## config.mk

```make
export PLATFORM = sky130hd
export DESIGN_NAME = packet_gpio_port
export DESIGN_NICKNAME = d
export VERILOG_FILES = /design/src/logic/gpio_port_pkg.sv /design/src/logic/packet_gpio_port.sv
export SDC_FILE = /design/constraint.sdc
export NUM_CORES = 1
export LEC_CHECK = 0
export CORE_MARGIN = 3
export CORE_UTILIZATION = 50
export CTS_CLUSTER_DIAMETER = 100
export DETAILED_ROUTE_END_ITERATION = 8
export DONT_BUFFER_PORTS = 1
export PLACE_DENSITY_LB_ADDON = 0.3
export SLEW_MARGIN = 25
export SYNTH_ARGS = -nofsm -noshare
export SYNTH_HDL_FRONTEND = slang
export SYNTH_SLANG_ARGS = --single-unit
```

## constraint.sdc

```tcl
create_clock -name CLK_I -period 9.4 [get_ports CLK_I]
set_clock_uncertainty 0.15 [all_clocks]
set_input_delay 2.82 -clock CLK_I [delete_from_list [all_inputs] [get_ports CLK_I]]
set_output_delay 2.82 -clock CLK_I [all_outputs]
set_load 0.01 [all_outputs]
```

## src/logic/gpio_port_pkg.sv

```systemverilog
// Constants for the packet-controlled five-pin port.
// Assumes a 250 MHz core clock and a 32-bit AXI4-Lite register bus.
`default_nettype none

package gpio_port_pkg;

  // ---------------------------------------------------------------
  // Register map (byte addresses)
  // ---------------------------------------------------------------
  localparam logic [7:0] OFFS_CMD    = 8'h00; // Command type and length, write executes
  localparam logic [7:0] OFFS_ARG    = 8'h04; // Command data bytes 0..2
  localparam logic [7:0] OFFS_RHDR   = 8'h08; // Answer type and length
  localparam logic [7:0] OFFS_RDATA  = 8'h0c; // Answer data bytes 0..3
  localparam logic [7:0] OFFS_STATUS = 8'h10; // Live levels and edge flags

  // ---------------------------------------------------------------
  // Field positions
  // ---------------------------------------------------------------
  localparam int CMD_LEN_LSB   = 8;
  localparam int STAT_RISE_LSB = 8;
  localparam int STAT_FALL_LSB = 16;
  localparam int RD_LEVEL_BIT  = 0;
  localparam int RD_FALL_BIT   = 1;
  localparam int RD_RISE_BIT   = 2;
  localparam int CFG_FUNC_BIT  = 3;

  // ---------------------------------------------------------------
  // Command codes and answer marks
  // ---------------------------------------------------------------
  localparam logic [7:0] CMD_STORE_BOOT = 8'h04;
  localparam logic [7:0] CMD_SET_GPIO   = 8'h22;
  localparam logic [7:0] CMD_READ_GPIO  = 8'h23;
  localparam logic [7:0] ACK_MARK       = 8'h40;
  localparam logic [7:0] ERR_MARK       = 8'h80;
  localparam logic [7:0] LEVEL_HIGH     = 8'h64; // 100 percent
  localparam logic [2:0] LEN_SHORT      = 3'h2;
  localparam logic [2:0] LEN_LONG       = 3'h3;
  localparam logic [2:0] LEN_QUERY      = 3'h1;
  localparam logic [7:0] READ_ANS_LEN   = 8'h04;

  // ---------------------------------------------------------------
  // Drive modes
  // ---------------------------------------------------------------
  typedef enum logic [2:0] {
    DM_FAST_UP_PULL_DN = 3'h0,
    DM_FAST_BOTH       = 3'h1,
    DM_HIZ_INPUT       = 3'h2,
    DM_PULL_UP_FAST_DN = 3'h3,
    DM_SLOW_UP_HIZ     = 3'h4,
    DM_SLOW_BOTH       = 3'h5,
    DM_RESERVED        = 3'h6,
    DM_HIZ_SLOW_DN     = 3'h7
  } drive_mode_type;

  // ---------------------------------------------------------------
  // Factory boot state, one nibble {function, drive mode} and one value byte per pin
  // ---------------------------------------------------------------
  localparam logic [19:0] FACTORY_CFG   = 20'h72232;
  localparam logic [39:0] FACTORY_VALUE = 40'h00_0000_0000;

  // ---------------------------------------------------------------
  // Timing
  // ---------------------------------------------------------------
  localparam longint CLK_FREQ_HZ    = 250_000_000;
  localparam longint PWM_FREQ_HZ    = 100;
  localparam longint PWM_STEPS      = 100;
  localparam longint SAMPLE_FREQ_HZ = 32;
  localparam longint PWM_STEP_CYC   = CLK_FREQ_HZ / (PWM_FREQ_HZ * PWM_STEPS);
  localparam longint SAMPLE_CYC     = CLK_FREQ_HZ / SAMPLE_FREQ_HZ;

endpackage : gpio_port_pkg

`default_nettype wire

```

## src/logic/packet_gpio_port.sv

```systemverilog
// Five-pin general-purpose port driven by command packets over AXI4-Lite.
// Assumes same-clock shared-function logic and pads with
// output, enable, pull and slew controls.
//
// Added by the designer: the register offsets and the AXI4-Lite register port.
`default_nettype none

module packet_gpio_port #(
  parameter int unsigned PWM_STEP_CYCLES = int'(gpio_port_pkg::PWM_STEP_CYC),
  parameter int unsigned SAMPLE_CYCLES   = int'(gpio_port_pkg::SAMPLE_CYC)
) (
  // Clock and resets
  input  wire logic        CLK_I,
  input  wire logic        RESET_I,
  input  wire logic        POR_I,
  // AXI4-Lite write address and data
  input  wire logic [7:0]  AWADDR_I,
  input  wire logic        AWVALID_I,
  output logic             AWREADY_O,
  input  wire logic [31:0] WDATA_I,
  input  wire logic [3:0]  WSTRB_I,
  input  wire logic        WVALID_I,
  output logic             WREADY_O,
  // AXI4-Lite write response
  output logic [1:0]       BRESP_O,
  output logic             BVALID_O,
  input  wire logic        BREADY_I,
  // AXI4-Lite read
  input  wire logic [7:0]  ARADDR_I,
  input  wire logic        ARVALID_I,
  output logic             ARREADY_O,
  output logic [31:0]      RDATA_O,
  output logic [1:0]       RRESP_O,
  output logic             RVALID_O,
  input  wire logic        RREADY_I,
  // Shared default functions
  input  wire logic [4:0]  ALT_LEVEL_I,
  output logic [4:0]       PIN_LEVEL_O,
  output logic [4:0]       USER_CTRL_O,
  // Pads
  input  wire logic [4:0]  GPIO_I,
  output logic [4:0]       GPIO_O,
  output logic [4:0]       GPIO_OE_O,
  output logic [4:0]       GPIO_PULLUP_O,
  output logic [4:0]       GPIO_PULLDN_O,
  output logic [4:0]       GPIO_SLOW_O
);

  localparam int NPINS = 5;
  localparam int STEP_W = $clog2(PWM_STEP_CYCLES + 1);
  localparam int SAMP_W = $clog2(SAMPLE_CYCLES + 1);

  // -------------------------------------------------------------
  // Elaboration checks
  // -------------------------------------------------------------
  if (PWM_STEP_CYCLES < 1) begin : g_bad_step
    $error("PWM_STEP_CYCLES must be at least 1");
  end
  if (SAMPLE_CYCLES < 2) begin : g_bad_sample
    $error("SAMPLE_CYCLES must be at least 2");
  end

  typedef enum logic [0:0] {WR_COLLECT = 1'b0, WR_RESP = 1'b1} wr_state_type;
  typedef enum logic [0:0] {RD_IDLE = 1'b0, RD_DATA = 1'b1} rd_state_type;

  // Drive resolution: {o, oe, pull-up, pull-down, slow}
  function automatic logic [4:0] resolve(input logic [2:0] mode, input logic level);
    case (mode)
      gpio_port_pkg::DM_FAST_UP_PULL_DN: resolve = level ? 5'h18 : 5'h02;
      gpio_port_pkg::DM_FAST_BOTH:       resolve = {level, 4'h8};
      gpio_port_pkg::DM_HIZ_INPUT:       resolve = 5'h00;
      gpio_port_pkg::DM_PULL_UP_FAST_DN: resolve = level ? 5'h04 : 5'h08;
      gpio_port_pkg::DM_SLOW_UP_HIZ:     resolve = level ? 5'h19 : 5'h00;
      gpio_port_pkg::DM_SLOW_BOTH:       resolve = {level, 4'h9};
      gpio_port_pkg::DM_HIZ_SLOW_DN:     resolve = level ? 5'h00 : 5'h09;
      default:                           resolve = 5'h00; // Reserved code floats
    endcase
  endfunction : resolve

  // Pin index in range
  function automatic logic index_ok(input logic [7:0] idx);
    index_ok = (idx < 8'(NPINS));
  endfunction : index_ok

  // -------------------------------------------------------------
  // Configuration state
  // -------------------------------------------------------------
  logic [7:0]  value [NPINS];
  logic [3:0]  cfg   [NPINS];
  logic [7:0]  boot_value [NPINS];
  logic [3:0]  boot_cfg   [NPINS];
  logic [31:0] arg;
  logic [7:0]  ans_type;
  logic [7:0]  ans_len;
  logic [31:0] ans_data;

  // -------------------------------------------------------------
  // AXI4-Lite write side
  // -------------------------------------------------------------
  wr_state_type wr_state;
  logic         aw_held;
  logic         w_held;
  logic [7:0]   awaddr_q;
  logic [31:0]  wdata_q;
  logic [3:0]   wstrb_q;
  logic         aw_fire;
  logic         w_fire;
  logic         do_write;
  logic [7:0]   wr_addr;
  logic [31:0]  wr_data;
  logic [3:0]   wr_strb;
  logic         wr_mapped;

  // Combinational handshakes; channels may arrive in any order
  assign AWREADY_O = (wr_state == WR_COLLECT) && !aw_held;
  assign WREADY_O  = (wr_state == WR_COLLECT) && !w_held;
  assign aw_fire   = AWVALID_I && AWREADY_O;
  assign w_fire    = WVALID_I && WREADY_O;
  assign do_write  = (wr_state == WR_COLLECT) && (aw_held || aw_fire) && (w_held || w_fire);
  assign wr_addr   = aw_held ? awaddr_q : AWADDR_I;
  assign wr_data   = w_held ? wdata_q : WDATA_I;
  assign wr_strb   = w_held ? wstrb_q : WSTRB_I;
  assign BVALID_O  = (wr_state == WR_RESP);
  assign wr_mapped = (wr_addr == gpio_port_pkg::OFFS_CMD) || (wr_addr == gpio_port_pkg::OFFS_ARG);

  // Hold whichever half arrived first
  always_ff @(posedge CLK_I) begin
    if (RESET_I || do_write) begin
      aw_held <= 1'b0;
      w_held  <= 1'b0;
    end else begin
      if (aw_fire) begin
        aw_held  <= 1'b1;
      end
      if (w_fire) begin
        w_held   <= 1'b1;
      end
    end
    if (aw_fire) begin
      awaddr_q <= AWADDR_I;
    end
    if (w_fire) begin
      wdata_q <= WDATA_I;
      wstrb_q <= WSTRB_I;
    end
  end

  // Write response; read-only or unmapped offsets answer SLVERR
  always_ff @(posedge CLK_I) begin
    if (RESET_I) begin
      wr_state <= WR_COLLECT;
      BRESP_O  <= 2'h0;
    end else if (do_write) begin
      wr_state <= WR_RESP;
      BRESP_O  <= wr_mapped ? 2'h0 : 2'h2;
    end else if (BVALID_O && BREADY_I) begin
      wr_state <= WR_COLLECT;
    end
  end

  // Argument bytes, merged by strobe
  always_ff @(posedge CLK_I) begin
    if (RESET_I) begin
      arg <= 32'h0;
    end else if (do_write && wr_addr == gpio_port_pkg::OFFS_ARG) begin
      for (int b = 0; b < 4; b++) begin
        if (wr_strb[b]) begin
          arg[8*b +: 8] <= wr_data[8*b +: 8];
        end
      end
    end
  end

  // -------------------------------------------------------------
  // Command decode
  // -------------------------------------------------------------
  logic       cmd_go;
  logic [7:0] cmd_type;
  logic [2:0] cmd_len;
  logic [7:0] a_idx;
  logic [7:0] a_val;
  logic [7:0] a_cfg;
  logic [2:0] pin;
  logic       set_ok;
  logic       read_ok;
  logic       store_ok;

  assign cmd_go   = do_write && (wr_addr == gpio_port_pkg::OFFS_CMD) && wr_strb[0];
  assign cmd_type = wr_data[7:0];
  assign cmd_len  = wr_data[gpio_port_pkg::CMD_LEN_LSB +: 3];
  assign a_idx    = arg[7:0];
  assign a_val    = arg[15:8];
  assign a_cfg    = arg[23:16];
  assign pin      = a_idx[2:0];
  // Bad index, length or value changes nothing
  assign set_ok   = (cmd_type == gpio_port_pkg::CMD_SET_GPIO) && index_ok(a_idx)
                 && (a_val <= gpio_port_pkg::LEVEL_HIGH)
                 && (cmd_len == gpio_port_pkg::LEN_SHORT || cmd_len == gpio_port_pkg::LEN_LONG);
  assign read_ok  = (cmd_type == gpio_port_pkg::CMD_READ_GPIO) && index_ok(a_idx)
                 && (cmd_len == gpio_port_pkg::LEN_QUERY);
  assign store_ok = (cmd_type == gpio_port_pkg::CMD_STORE_BOOT) && (cmd_len == 3'h0);

  // -------------------------------------------------------------
  // Input sampling, debounce and edge memory
  // -------------------------------------------------------------
  logic [4:0]        sync1;
  logic [4:0]        sync2;
  logic [SAMP_W-1:0] samp_cnt;
  logic              samp_tick;
  logic [4:0]        last_sample;
  logic [4:0]        stable;
  logic [4:0]        rise;
  logic [4:0]        fall;
  logic [4:0]        next_stable;
  logic [4:0]        rd_clear;

  // Two-stage synchroniser on the pads
  always_ff @(posedge CLK_I) begin
    sync1 <= GPIO_I;
    sync2 <= sync1;
  end

  // Free-running 32 Hz tick, whatever the configuration
  always_ff @(posedge CLK_I) begin
    if (RESET_I || samp_tick) begin
      samp_cnt <= '0;
    end else begin
      samp_cnt <= samp_cnt + 1'b1;
    end
  end
  assign samp_tick = (samp_cnt == SAMP_W'(SAMPLE_CYCLES - 1));

  // A level counts only after two equal samples, so bounce shorter
  // than one sample period never reaches the flags
  assign next_stable = samp_tick ? ((sync2 & last_sample) | (stable & (sync2 ^ last_sample))) : stable;
  assign rd_clear    = (read_ok && cmd_go) ? 5'(1 << pin) : 5'h0;

  always_ff @(posedge CLK_I) begin
    if (RESET_I) begin
      last_sample <= 5'h0;
      stable      <= 5'h0;
    end else begin
      if (samp_tick) begin
        last_sample <= sync2;
      end
      stable <= next_stable;
    end
  end

  // Sticky edges: a new edge wins over the clear from a read
  always_ff @(posedge CLK_I) begin
    if (RESET_I) begin
      rise <= 5'h0;
      fall <= 5'h0;
    end else begin
      rise <= (rise & ~rd_clear) | (next_stable & ~stable);
      fall <= (fall & ~rd_clear) | (~next_stable & stable);
    end
  end
  assign PIN_LEVEL_O = stable;

  // -------------------------------------------------------------
  // Live and boot configuration
  // -------------------------------------------------------------
  // Boot copy survives RESET_I; only power-on loads factory values
  always_ff @(posedge CLK_I) begin
    for (int p = 0; p < NPINS; p++) begin
      if (POR_I) begin
        boot_value[p] <= gpio_port_pkg::FACTORY_VALUE[8*p +: 8];
        boot_cfg[p]   <= gpio_port_pkg::FACTORY_CFG[4*p +: 4];
      end else if (cmd_go && store_ok) begin
        boot_value[p] <= value[p];
        boot_cfg[p]   <= cfg[p];
      end
    end
  end

  // Reset reapplies the boot copy; set command updates one pin
  always_ff @(posedge CLK_I) begin
    for (int p = 0; p < NPINS; p++) begin
      if (RESET_I) begin
        value[p] <= POR_I ? gpio_port_pkg::FACTORY_VALUE[8*p +: 8] : boot_value[p];
        cfg[p]   <= POR_I ? gpio_port_pkg::FACTORY_CFG[4*p +: 4] : boot_cfg[p];
      end else if (cmd_go && set_ok && pin == 3'(p)) begin
        value[p] <= a_val;
        if (cmd_len == gpio_port_pkg::LEN_LONG) begin
          cfg[p] <= a_cfg[3:0]; // Reserved upper bits dropped
        end
      end
    end
  end

  // Answer packet: ack sets bit 6, failure sets bit 7
  always_ff @(posedge CLK_I) begin
    if (RESET_I) begin
      ans_type <= 8'h0;
      ans_len  <= 8'h0;
      ans_data <= 32'h0;
    end else if (cmd_go) begin
      ans_len  <= 8'h0;
      ans_data <= 32'h0;
      if (set_ok || store_ok) begin
        ans_type <= cmd_type | gpio_port_pkg::ACK_MARK;
      end else if (read_ok) begin
        ans_type <= cmd_type | gpio_port_pkg::ACK_MARK;
        ans_len  <= gpio_port_pkg::READ_ANS_LEN;
        ans_data[7:0] <= a_idx;
        ans_data[8 + gpio_port_pkg::RD_LEVEL_BIT] <= stable[pin];
        ans_data[8 + gpio_port_pkg::RD_FALL_BIT]  <= fall[pin];
        ans_data[8 + gpio_port_pkg::RD_RISE_BIT]  <= rise[pin];
        ans_data[23:16] <= value[pin];
        ans_data[27:24] <= cfg[pin];
      end else begin
        ans_type <= cmd_type | gpio_port_pkg::ERR_MARK;
      end
    end
  end

  // -------------------------------------------------------------
  // PWM timebase: 100 steps of one percent each
  // -------------------------------------------------------------
  logic [STEP_W-1:0] step_cnt;
  logic [6:0]        pct;
  logic              step_tick;

  assign step_tick = (step_cnt == STEP_W'(PWM_STEP_CYCLES - 1));
  always_ff @(posedge CLK_I) begin
    if (RESET_I || step_tick) begin
      step_cnt <= '0;
    end else begin
      step_cnt <= step_cnt + 1'b1;
    end
  end

  // One full sweep of pct is the 100 Hz period
  always_ff @(posedge CLK_I) begin
    if (RESET_I) begin
      pct <= 7'h0;
    end else if (step_tick) begin
      pct <= (pct == 7'(gpio_port_pkg::PWM_STEPS - 1)) ? 7'h0 : pct + 7'h1;
    end
  end

  // -------------------------------------------------------------
  // Per-pin drive
  // -------------------------------------------------------------
  for (genvar g = 0; g < NPINS; g++) begin : g_pin
    logic       user_level;
    logic       level;
    logic [4:0] drive;

    // 0 never high, 100 always high, between is duty
    assign user_level = ({1'b0, pct} < value[g]);
    // Function bit picks user level or the shared function
    assign level = cfg[g][gpio_port_pkg::CFG_FUNC_BIT] ? user_level : ALT_LEVEL_I[g];
    assign drive = resolve(cfg[g][2:0], level);

    // Registered pad controls, no glitch on mode change
    always_ff @(posedge CLK_I) begin
      if (RESET_I) begin
        GPIO_O[g]        <= 1'b0;
        GPIO_OE_O[g]     <= 1'b0;
        GPIO_PULLUP_O[g] <= 1'b0;
        GPIO_PULLDN_O[g] <= 1'b0;
        GPIO_SLOW_O[g]   <= 1'b0;
        USER_CTRL_O[g]   <= 1'b0;
      end else begin
        GPIO_O[g]        <= drive[4];
        GPIO_OE_O[g]     <= drive[3];
        GPIO_PULLUP_O[g] <= drive[2];
        GPIO_PULLDN_O[g] <= drive[1];
        GPIO_SLOW_O[g]   <= drive[0];
        USER_CTRL_O[g]   <= cfg[g][gpio_port_pkg::CFG_FUNC_BIT];
      end
    end
  end

  // -------------------------------------------------------------
  // AXI4-Lite read side
  // -------------------------------------------------------------
  rd_state_type rd_state;
  logic [31:0]  rd_word;
  logic         rd_mapped;

  assign ARREADY_O = (rd_state == RD_IDLE);
  assign RVALID_O  = (rd_state == RD_DATA);

  // Read mux; argument word reads back, command word reads as zero
  always_comb begin
    rd_word   = 32'h0;
    rd_mapped = 1'b1;
    case (ARADDR_I)
      gpio_port_pkg::OFFS_ARG:    rd_word = arg;
      gpio_port_pkg::OFFS_RHDR:   rd_word = {16'h0, ans_len, ans_type};
      gpio_port_pkg::OFFS_RDATA:  rd_word = ans_data;
      gpio_port_pkg::OFFS_STATUS: rd_word = {11'h0, fall, 3'h0, rise, 3'h0, stable};
      gpio_port_pkg::OFFS_CMD:    rd_word = 32'h0;
      default:                    rd_mapped = 1'b0;
    endcase
  end

  always_ff @(posedge CLK_I) begin
    if (RESET_I) begin
      rd_state <= RD_IDLE;
      RDATA_O  <= 32'h0;
      RRESP_O  <= 2'h0;
    end else if (ARVALID_I && ARREADY_O) begin
      rd_state <= RD_DATA;
      RDATA_O  <= rd_word;
      RRESP_O  <= rd_mapped ? 2'h0 : 2'h2;
    end else if (RVALID_O && RREADY_I) begin
      rd_state <= RD_IDLE;
    end
  end

endmodule : packet_gpio_port

`default_nettype wire

```

==> results of run 1 <==
cell usage after synthesis, types with 8 or more instances:
| cell | n | share of area |
|---|---|---|
| ha_1 | 38 | 0.029 |
| nor2_1 | 172 | 0.039 |
| nand2b_1 | 20 | 0.0076 |
| edfxtp_1 | 152 | 0.28 |
| and3_1 | 15 | 0.0057 |
| clkbuf_1 | 63 | 0.014 |
| a21oi_1 | 40 | 0.012 |
| xor2_1 | 23 | 0.012 |
| nand2_1 | 112 | 0.025 |
| a21o_1 | 11 | 0.0050 |
| or3_1 | 10 | 0.0038 |
| and2_1 | 30 | 0.011 |
| mux2i_1 | 75 | 0.045 |
| dfxtp_1 | 222 | 0.27 |
| nand4_1 | 8 | 0.0030 |
| mux4_2 | 13 | 0.018 |
| inv_1 | 56 | 0.013 |
| o21ai_0 | 40 | 0.012 |
| a22o_1 | 27 | 0.014 |
| nor2b_1 | 55 | 0.021 |
| mux2_2 | 45 | 0.031 |
| a22oi_1 | 19 | 0.0086 |
| buf_1 | 11 | 0.0025 |
| nor3_1 | 39 | 0.012 |
| xnor2_1 | 15 | 0.0080 |
| a211oi_1 | 43 | 0.020 |
| nand3_1 | 27 | 0.0082 |
| a31o_2 | 8 | 0.0042 |
| nor4_1 | 11 | 0.0042 |
worst paths after layout:
| kind | start | to | depth (start not counted) |
|---|---|---|---|
| setup reg to reg | w_held | value[2][1] | 7 |
| hold reg to reg | sync1[3] | sync2[3] | 0 |
| hold / removal | sync1[3] | sync2[3] | 0 |
| setup / recovery | AWADDR_I[4] | value[2][1] | 6 |
cells by family after synthesis:
kind of cell | synth area share
other | 0.000227
xor gates and xnor gates | 0.0201
buffers and inverters | 0.0329
muxes | 0.0945
DFF | 0.545
and+or+nand+nor | 0.174
AOI/OAI and AO/OA | 0.104
adders and majority gates | 0.0288
layer usage:
metal | part of all wire | GRT usage | vias up
met4 | 0.032 | 0.0719 | 2
li1 | - | - | 5443
met3 | 0.070 | 0.0451 | 97
met1 | 0.44 | 0.316 | 5555
met5 | 0.00032 | 0 | -
met2 | 0.46 | 0.363 | 405
registers in the layout, summed over array words and instances (netlist names), 7 cells and up, named ones only:
register / cells
cfg: 20
ans_type: 8
value: 40
pct: 7
RDATA_O: 32
step_cnt: 15
boot_value: 40
samp_cnt: 23
wdata_q: 32
arg: 32
awaddr_q: 8
boot_cfg: 20
ans_data: 23
layout by cell type (no fill, tap or decap), types with 23 or more instances in the layout:
cell and n:
mux2_2 45, xor2_1 23, nor2_1 172, clkbuf_16 41, edfxtp_1 152, a211oi_1 43
dfxtp_1 221, a22o_1 27, a21oi_1 40, nor2b_1 55, nand2_1 112, nor3_1 38
nand3_1 27, ha_1 38, mux2i_1 75, inv_1 56, o21ai_0 40, and2_1 29
cell type report:
class,instances,area share
Sequential cell,374,0.497
Multi-Input combinational cell,1012,0.387
Clock buffer,56,0.0625
Tap cell,435,0.0300
Inverter,57,0.0118
Clock inverter,18,0.00801
Timing Repair Buffer,9,0.00373
per-stage QoR:
stage                     instance area, um^2  std cells  utilization  worst slack (ns)  hold WS, ns
after floorplan                         16500       1525            -              3.41        0.160
after global placement                  16800       1887        0.525              3.48        0.162
after detailed placement                16800       1887        0.525              3.40        0.166
after CTS                               18100       1961        0.565              3.88        0.179
after global routing                    18100       1961        0.565              3.78        0.196
final                                   18100       1961        0.565              3.86        0.178
power groups by stage:
stage / combinational (mW) / clock (mW) / sequential, mW
after global routing: 0.149 / 1.61 / 1.77
final: 0.135 / 1.51 / 1.77
after detailed placement: 0.134 / 0 / 1.80
after CTS: 0.134 / 1.54 / 1.77
after floorplan: 0.118 / 0 / 1.79
after global placement: 0.130 / 0 / 1.80
==> metrics, run 1 <==
status=finished clean; P per Cell Area=approximately 190 mW/mm^2; CORE AREA=between 0.03 and 0.04 mm^2; LEAKAGE=around 6.7 nW; CTS tree=yes; Mapped Cells=between 1500 and 2000; GRT overflow=0; Netlist cell types=73; crit path launch type=primary input; VDD IR max=approximately 0.12 mV; first-pass GRT wire length=64.5 mm; Critical Path RT=~9.5 ns; CP delay by family, top=simple AND/OR/NAND/NOR gates; CP Capture Type=register; crit-path cells=or4_1 -> nor2_2 -> o211ai_2 -> or3_1 -> nor4_4 -> mux2_2; fraction of registers with async set/reset=0; Slew HR=0.331; top_reg_cell synth=dfxtp_1; DR WL/cell=~21 um; Worst-Margin Slew=roughly 1.0 ns; Cell Area, Synth=0.0165 mm^2; number of synthesized flops with an enable pin=~150; GP Congestion=approximately 0.86; Multi-input gate area=0.00700 mm^2; Sum Neg Setup Slack=0 ns; Sw Share=0.220; Flop pwr share=0.518; cts bufs inserted=40; ANT cells=0; fillers=around 2700; Crit Path Max Fanout=8; RSZ-0062 raised after global routing=false; Top-Level Pins=around 150; combinational power share=0.040; die height=188 um; Clock Tree Root=clkbuf_16; post-layout min period=approximately 5.5 ns; Area Overhead vs Synth=9.66%; clock power share=0.443; # hold bufs at CTS=0; max frequency=0.181 GHz; Initial Util=0.516; Crit path arrival time=between 5 and 6 ns; Slowest cell on crit path=nor4_4; DRT Pass-1 Iters=5; # resized after CTS=0; via count=about 12000; critical path type=in2reg; hold crit path type=reg2reg; clock sink count=around 370; CTS H-tree lvls=2; Vias/cell=approximately 5.9; syn_area_per_cell=10.8 um^2; Die W=188 um; vias in the first global route=between 10000 and 15000; worst path buffer plus inverter count=0; DRC=0; P_sw=between 0.7 and 0.8 mW; Synth Register Bits=around 370; die area=between 0.03 and 0.04 mm^2; nets=1602; Ys Warns=0; initial DRC count=between 1000 and 1500; Tot Pwr=around 3.4 mW; largest net degree at the start of global routing=roughly 140; Slew Viols, Final=0; initial antenna violation count=1; HPWL reported at the end of detailed placement=between 20 and 30 mm; crit-path max cell delay=between 0.6 and 0.7 ns; post-synthesis sequential area ratio=0.545; clock latency at the later pin of the worst-skew pair=0.54 ns; layout cell share with drive strength beyond 1=0.106; Reg2Reg Setup Slack=approximately 5 ns; # Post-CTS Setup Buffers=0; part of the cycle the worst path needs=0.589; Detail Route Antenna Nets=0; Setup-failing EPs final=0; Reg area=around 0.009 mm^2; final hold vios=0; total of max-cap violations=0; P_int=around 2.7 mW; GRT Total Usage=0.228; Rows=65; Clk pin slew, worst setup/hold paths=roughly 0.060 ns; Post-Route WL=between 40 and 50 mm; maximum clock insertion buffer count=3; port bufs=0
No activity file was read; power rests on OpenSTA's default activity.
==> run 2: changes to the inputs <==
==> constraint.sdc (replaced) <==
create_clock -name CLK_I -period 5.3 [get_ports CLK_I]
set_clock_uncertainty 0.15 [all_clocks]
set_input_delay 1.59 -clock CLK_I [delete_from_list [all_inputs] [get_ports CLK_I]]
set_output_delay 1.59 -clock CLK_I [all_outputs]
set_load 0.01 [all_outputs]
==> run 2 against run 1 <==
Against the previous run:
- global-route usage decreased by 0.17 points
- core utilization up 0.14 points
- clock-buffer cell count up 7
- design area up 0.25%
- sequential cell count is the same
- final cell count up 0.31%
- routed wire length shrank 0.43%
- total power increased by 79%
- sequential power is 77% higher
- worst hold slack got worse by 0.00099 ns
- combinational power rose by 76%
==> metrics, run 2 (synthesis gave the netlist of run 1 again) <==
status=finished clean; die height=188 um (unchanged); Slew Viols, Final=0 (unchanged); P per Cell Area=336 mW/mm^2 (+78%); # hold bufs at CTS=0 (unchanged); Sum Neg Setup Slack=0 ns (unchanged); critical path type=in2reg; Clk pin slew, worst setup/hold paths=0.06 ns (about the same); DRT Pass-1 Iters=6 (+1); commonest non-fill, non-tap cell in the layout=dfxtp_1; LEAKAGE=6.72 nW (+0.40%); CORE AREA=0.0320 mm^2 (unchanged); # Post-CTS Setup Buffers=0 (unchanged); max frequency=0.239 GHz; initial antenna violation count=2 (+1); DR WL/cell=20.6 um (-0.73%); Initial Util=0.516 (unchanged); most frequent cells in the layout=dfxtp_1 (221), nor2_1 (171), edfxtp_1 (152); largest net degree at the start of global routing=136 (unchanged); die area=0.0353 mm^2 (unchanged); port bufs=0 (unchanged); Reg2Reg Setup Slack=1.42 ns (-3.70 ns); Reg area=0.00901 mm^2 (unchanged); CP Capture Type=register; Rows=65 (unchanged); final hold vios=0 (unchanged); CTS H-tree lvls=2 (unchanged); CTS tree=yes; Slew HR=0.331 (about the same); Critical Path RT=5.43 ns (-4.09 ns); total of max-cap violations=0 (unchanged); clock latency at the later pin of the worst-skew pair=0.53 ns (about the same); cts bufs inserted=40 (unchanged); reg2reg end=value[4][5]; GP Congestion=0.897 (+4.6%); maximum clock insertion buffer count=3 (unchanged); Setup-failing EPs final=0 (unchanged); met3 Track Usage GR=0.0413 (-0.00374); Crit path arrival time=4.31 ns (-1.34 ns); Detail Route Antenna Nets=0 (unchanged); Worst-Margin Slew=1.00 ns (-0.000215 ns); crit path to=value[4][5]; Top-Level Pins=146 (unchanged); Vias/cell=5.86 (about the same); R2R cell count=6 (-1); part of the cycle the worst path needs=0.789; hold crit path type=reg2reg; # resized after CTS=0 (unchanged); DRC=0 (unchanged); Die W=188 um (unchanged); Multi-input gate area=0.00700 mm^2 (about the same); Clock Tree Root=clkbuf_16; layout cell share with drive strength beyond 1=0.107 (+0.00168); clock sink count=374 (unchanged); nets=1607 (+0.31%); Post-Route WL=40.5 mm (-0.43%); routing usage on met2=0.355 (-0.00786); GRT overflow=0 (unchanged); VDD IR max=0.207 mV (+77%); post-layout min period=around 4.2 ns; initial DRC count=1108 (+8.3%); fin util=0.567 (+0.00141); grt peak-use layer=met2; fillers=2709 (-0.074%); HPWL reported at the end of detailed placement=28.0 mm (about the same); crit path launch type=primary input; CP Launch Point=AWADDR_I[4]; vias in the first global route=11100 (-2.3%); Crit Path Max Fanout=8 (unchanged); Top Registers=boot_value (40), value (40); first-pass GRT wire length=63.9 mm (-0.85%); via count=11500 (+0.21%); Area Overhead vs Synth=9.93%; met1 usage=0.318 (+0.00237); RSZ-0062 raised after global routing=false; worst r2r src=w_held; GRT Total Usage=0.226 (-0.00172)
run 2: changes by cell type in the layout (fill, tap and decap cells not counted), sizes merged:
| cell | previous run | this run |
|---|---|---|
| clkinv | 15 | 8 |
| clkbuf | 56 | 63 |
| diode | 0 | 2 |
| buf | 9 | 14 |
| inv | 59 | 58 |
run 2: final cells by class:
class                           count  area share
Clock inverter                     10     0.00510
Clock buffer                       63      0.0655
Sequential cell                   374       0.496
Inverter                           57      0.0118
Timing Repair Buffer               14     0.00579
Antenna cell                        2    0.000276
Tap cell                          435      0.0300
Multi-Input combinational cell   1012       0.386
run 2: metal layers:
layer	part of all wire	vias to the layer above
met5	0.00017	-
met4	0.036	2
met3	0.076	107
met2	0.45	434
met1	0.44	5535
li1	-	5448
run 2: through the flow:
step                power (mW)  setup WS, ns  hold slack [ns]  area [um^2]  std cells
floorplan                 3.38         0.538            0.160        16500       1525
global placement          3.43         0.639            0.163        16900       1892
detailed placement        3.43         0.607            0.163        16900       1892
CTS                       6.15          1.15            0.177        18100       1965
global route              6.29          1.03            0.187        18200       1966
finish                    6.09          1.12            0.177        18200       1967
run 2: power by group:
group | total [mW] | internal [mW] | switching [mW]
Sequential | 3.14 | 3.08 | 0.0574
Combinational | 0.238 | 0.0913 | 0.146
Clock | 2.72 | 1.60 | 1.12
Total | 6.09 | 4.77 | 1.33
run 2: worst min-delay path by stage:
| stage | start | to | slack (ns) | cells past startpoint |
|---|---|---|---|---|
| 2_1_floorplan | sync1[0] | sync2[0] | 0.16 | 0 |
| 4_1_cts | sync1[2] | sync2[2] | 0.18 | 0 |
| 3_3_place_gp | sync1[1] | sync2[1] | 0.16 | 0 |
| 3_5_place_dp | sync1[2] | sync2[2] | 0.16 | 0 |
| 6_report | sync1[2] | sync2[2] | 0.18 | 0 |
| 5_1_grt | sync1[2] | sync2[2] | 0.19 | 0 |
run 2: worst max-delay path, stage by stage:
cell and delay (ns):
or4_1 0.53, nor2_2 0.27, o211ai_2 0.22, or3_1 0.64
nor3_2 0.65, mux2_2 0.41
==> run 3: changes to the inputs <==
--- a/config.mk
+++ b/config.mk
@@ -5,6 +5,7 @@
 export SDC_FILE = /design/constraint.sdc
 export NUM_CORES = 1
 export LEC_CHECK = 0
+export ABC_AREA = 1
 export CORE_MARGIN = 3
 export CORE_UTILIZATION = 50
 export CTS_CLUSTER_DIAMETER = 100
==> constraint.sdc (replaced) <==
create_clock -name CLK_I -period 3.6 [get_ports CLK_I]
set_clock_uncertainty 0.15 [all_clocks]
set_input_delay 1.08 -clock CLK_I [delete_from_list [all_inputs] [get_ports CLK_I]]
set_output_delay 1.08 -clock CLK_I [all_outputs]
set_load 0.01 [all_outputs]
==> run 3 against run 2 <==
Against the previous run:
- die area is 2.6% higher
- worst hold slack about the same
- global-route usage grew 1.2 points
- critical endpoint is now cfg[0][1]
- register-to-register slack got worse by 1.0 ns
==> metrics, run 3 <==
Slew Viols, Final=0 (unchanged); Top-Level Pins=146 (unchanged); post-layout min period=between 3 and 4 ns; top_reg_cell synth=dfxtp_1; GRT Total Usage=0.238 (+0.0122); reg2reg end=cfg[0][1]; Sum Neg Setup Slack=0 ns (unchanged); clock sink count=374 (unchanged); share of the synthesized area in the top cell type=0.269 (-0.00723); fin util=0.567 (about the same); Post-Route WL=43.4 mm (+7.1%); cts bufs inserted=41 (+2.5%); final hold vios=0 (unchanged); first-pass GRT wire length=69.8 mm (+9.2%); layout cell share with drive strength beyond 1=0.0839 (-0.0233); # hold bufs at CTS=0 (unchanged); Ys Warns=0 (unchanged); initial antenna violation count=1 (-1); P per Cell Area=495 mW/mm^2 (+48%); fillers=2921 (+7.8%); CTS tree=yes; Rows=66 (+1.5%); GP Congestion=0.890 (-0.71%); # Post-CTS Setup Buffers=0 (unchanged); LEAKAGE=7.34 nW (+9.3%); Slew HR=0.368 (+0.0374); CP Capture Type=register; RSZ-0062 raised after global routing=false; Tot Pwr=9.26 mW (+52%); count leader, synth=nand2_1; Crit path arrival time=3.22 ns (-1.09 ns); largest net degree at the start of global routing=91 (-33%); DRT Pass-1 Iters=5 (-1); vias in the first global route=13200 (+19%); Detail Route Antenna Nets=0 (unchanged); Clock Tree Root=clkbuf_16; Initial Util=0.515 (-0.000695); part of the cycle the worst path needs=0.889; Mapped Cells=2015 (+32%); total of max-cap violations=0 (unchanged); maximum clock insertion buffer count=3 (unchanged); HPWL reported at the end of detailed placement=30.6 mm (+9.2%); die height=190 um (+1.3%); Top Registers=boot_value (40), value (40); Worst Hold Depth=0 (unchanged); number of synthesized flops with an enable pin=152 (unchanged); cell taking the most area after synthesis=edfxtp_1; critical path type=reg2reg; DRC=0 (unchanged); VDD IR max=0.419 mV (+100%); initial DRC count=926 (-16%); port bufs=0 (unchanged); DR WL/cell=17.5 um (-15%); crit path launch type=register; Hold EP=sync2[3]; Cell Area, Synth=0.0170 mm^2 (+2.7%); max frequency=between 0.3 and 0.4 GHz; Worst-Margin Slew=0.946 ns (-0.0537 ns); Die W=190 um (+1.3%); commonest cells in the netlist=nand2_1 (459), dfxtp_1 (222), nor2_1 (214); Critical Path RT=3.62 ns (-1.81 ns); hold wc startpoint=sync1[3]; hold crit path type=reg2reg; syn_area_per_cell=8.42 um^2 (-22%); ranking of synthesized cells by area=edfxtp_1 (27%), dfxtp_1 (26%), nand2_1 (10%); Setup-failing EPs final=0 (unchanged); most frequent cells in the layout=nand2_1 (459), dfxtp_1 (222), nor2_1 (214); final setup margin=0.401 ns (-0.718 ns); DP Worst Slack=0.277 ns (-0.330 ns); CTS H-tree lvls=2 (unchanged); Clk pin slew, worst setup/hold paths=0.06 ns (about the same); Reg2Reg Setup Slack=0.40 ns (-1.02 ns); Crit Path Max Fanout=21 (+13); Synth Register Bits=374 (unchanged); status=finished clean; via count=13700 (+19%); worst r2r src=w_held; Netlist cell types=54 (-26%); Reg area=0.00901 mm^2 (about the same); # resized after CTS=0 (unchanged); GRT overflow=0 (unchanged); Multi-input gate area=0.00672 mm^2 (-4.0%); R2R cell count=10 (+4); commonest non-fill, non-tap cell in the layout=nand2_1; ANT cells=0 (-2); die area=0.0362 mm^2 (+2.6%); fraction of registers with async set/reset=0 (unchanged); post-synthesis sequential area ratio=0.531 (-0.0143); Vias/cell=5.53 (-5.6%); clock latency at the later pin of the worst-skew pair=0.54 ns (about the same); CORE AREA=0.0329 mm^2 (+2.8%); nets=2115 (+32%); Area Overhead vs Synth=10.2%
run 3: cell count changes in the layout (fill, tap and decap cells not counted), moves of 42 or more:
cell,previous run,this run
a21oi_1,40,176
a211oi_1,43,1
mux2i_1,75,0
nor2_1,171,214
nand2_1,112,459
o21ai_1,0,42
nor2b_1,55,0
o21ai_0,40,108
nand3_1,27,100
mux2_2,45,0
inv_1,56,208
run 3: kinds of logic after synthesis:
family          Yosys count  share of synthesized area
simple gates            913                      0.239
xor+xnor                 14                    0.00723
buf+inv                 297                     0.0737
flops                   374                      0.531
compound gates          378                      0.121
fa+ha+maj                38                     0.0280
other cells               1                   0.000221
run 3: area by class of cell:
| cell class | count | area share |
|---|---|---|
| sequential | 374 | 0.482 |
| multi-input combinational | 1345 | 0.360 |
| clock buffer | 61 | 0.0649 |
| inverter | 218 | 0.0442 |
| tap | 442 | 0.0296 |
| timing repair buffer | 27 | 0.0129 |
| clock inverter | 13 | 0.00689 |
run 3: worst max path at each step:
| stage | start | slack (ns) | cells past startpoint | to |
|---|---|---|---|---|
| 5_1_grt | w_held | 0.09 | 10 | cfg[0][1] |
| 3_3_place_gp | WDATA_I[6] | 0.35 | 9 | cfg[0][0] |
| 6_report | w_held | 0.40 | 10 | cfg[0][1] |
| 2_1_floorplan | AWADDR_I[1] | 0.13 | 9 | boot_cfg[0][0] |
| 4_1_cts | w_held | 0.43 | 10 | cfg[0][1] |
| 3_5_place_dp | WDATA_I[6] | 0.28 | 9 | cfg[0][1] |
run 3: metal layers:
metal,part of all wire,global-route usage
met1,0.43,0.325
met2,0.46,0.384
met3,0.087,0.0507
met4,0.028,0.0739
met5,0.00039,0
run 3: where the power goes:
group	leakage (nW)	switching [mW]	internal [mW]
combinational	3.41	0.336	0.131
sequential	3.28	0.0729	4.54
clock	0.655	1.70	2.48
run 3: worst max-delay path, cell delays in order (launching register included):
cell and delay (ns):
dfxtp_1 0.82, nand2_1 0.10, nand2_1 0.25, nand2_1 0.08, nor2_1 0.12, nand3_2 0.14
nor2_8 0.25, nand2_2 0.13, inv_1 0.10, nand2_1 0.07, o21ai_0 0.61
run 3: per-stage QoR:
step	hold WS (ns)	instance area [um^2]	cells
floorplan	0.160	17000	2016
global placement	0.160	17400	2406
detailed placement	0.165	17400	2406
CTS	0.178	18700	2480
global route	0.181	18700	2480
finish	0.176	18700	2480
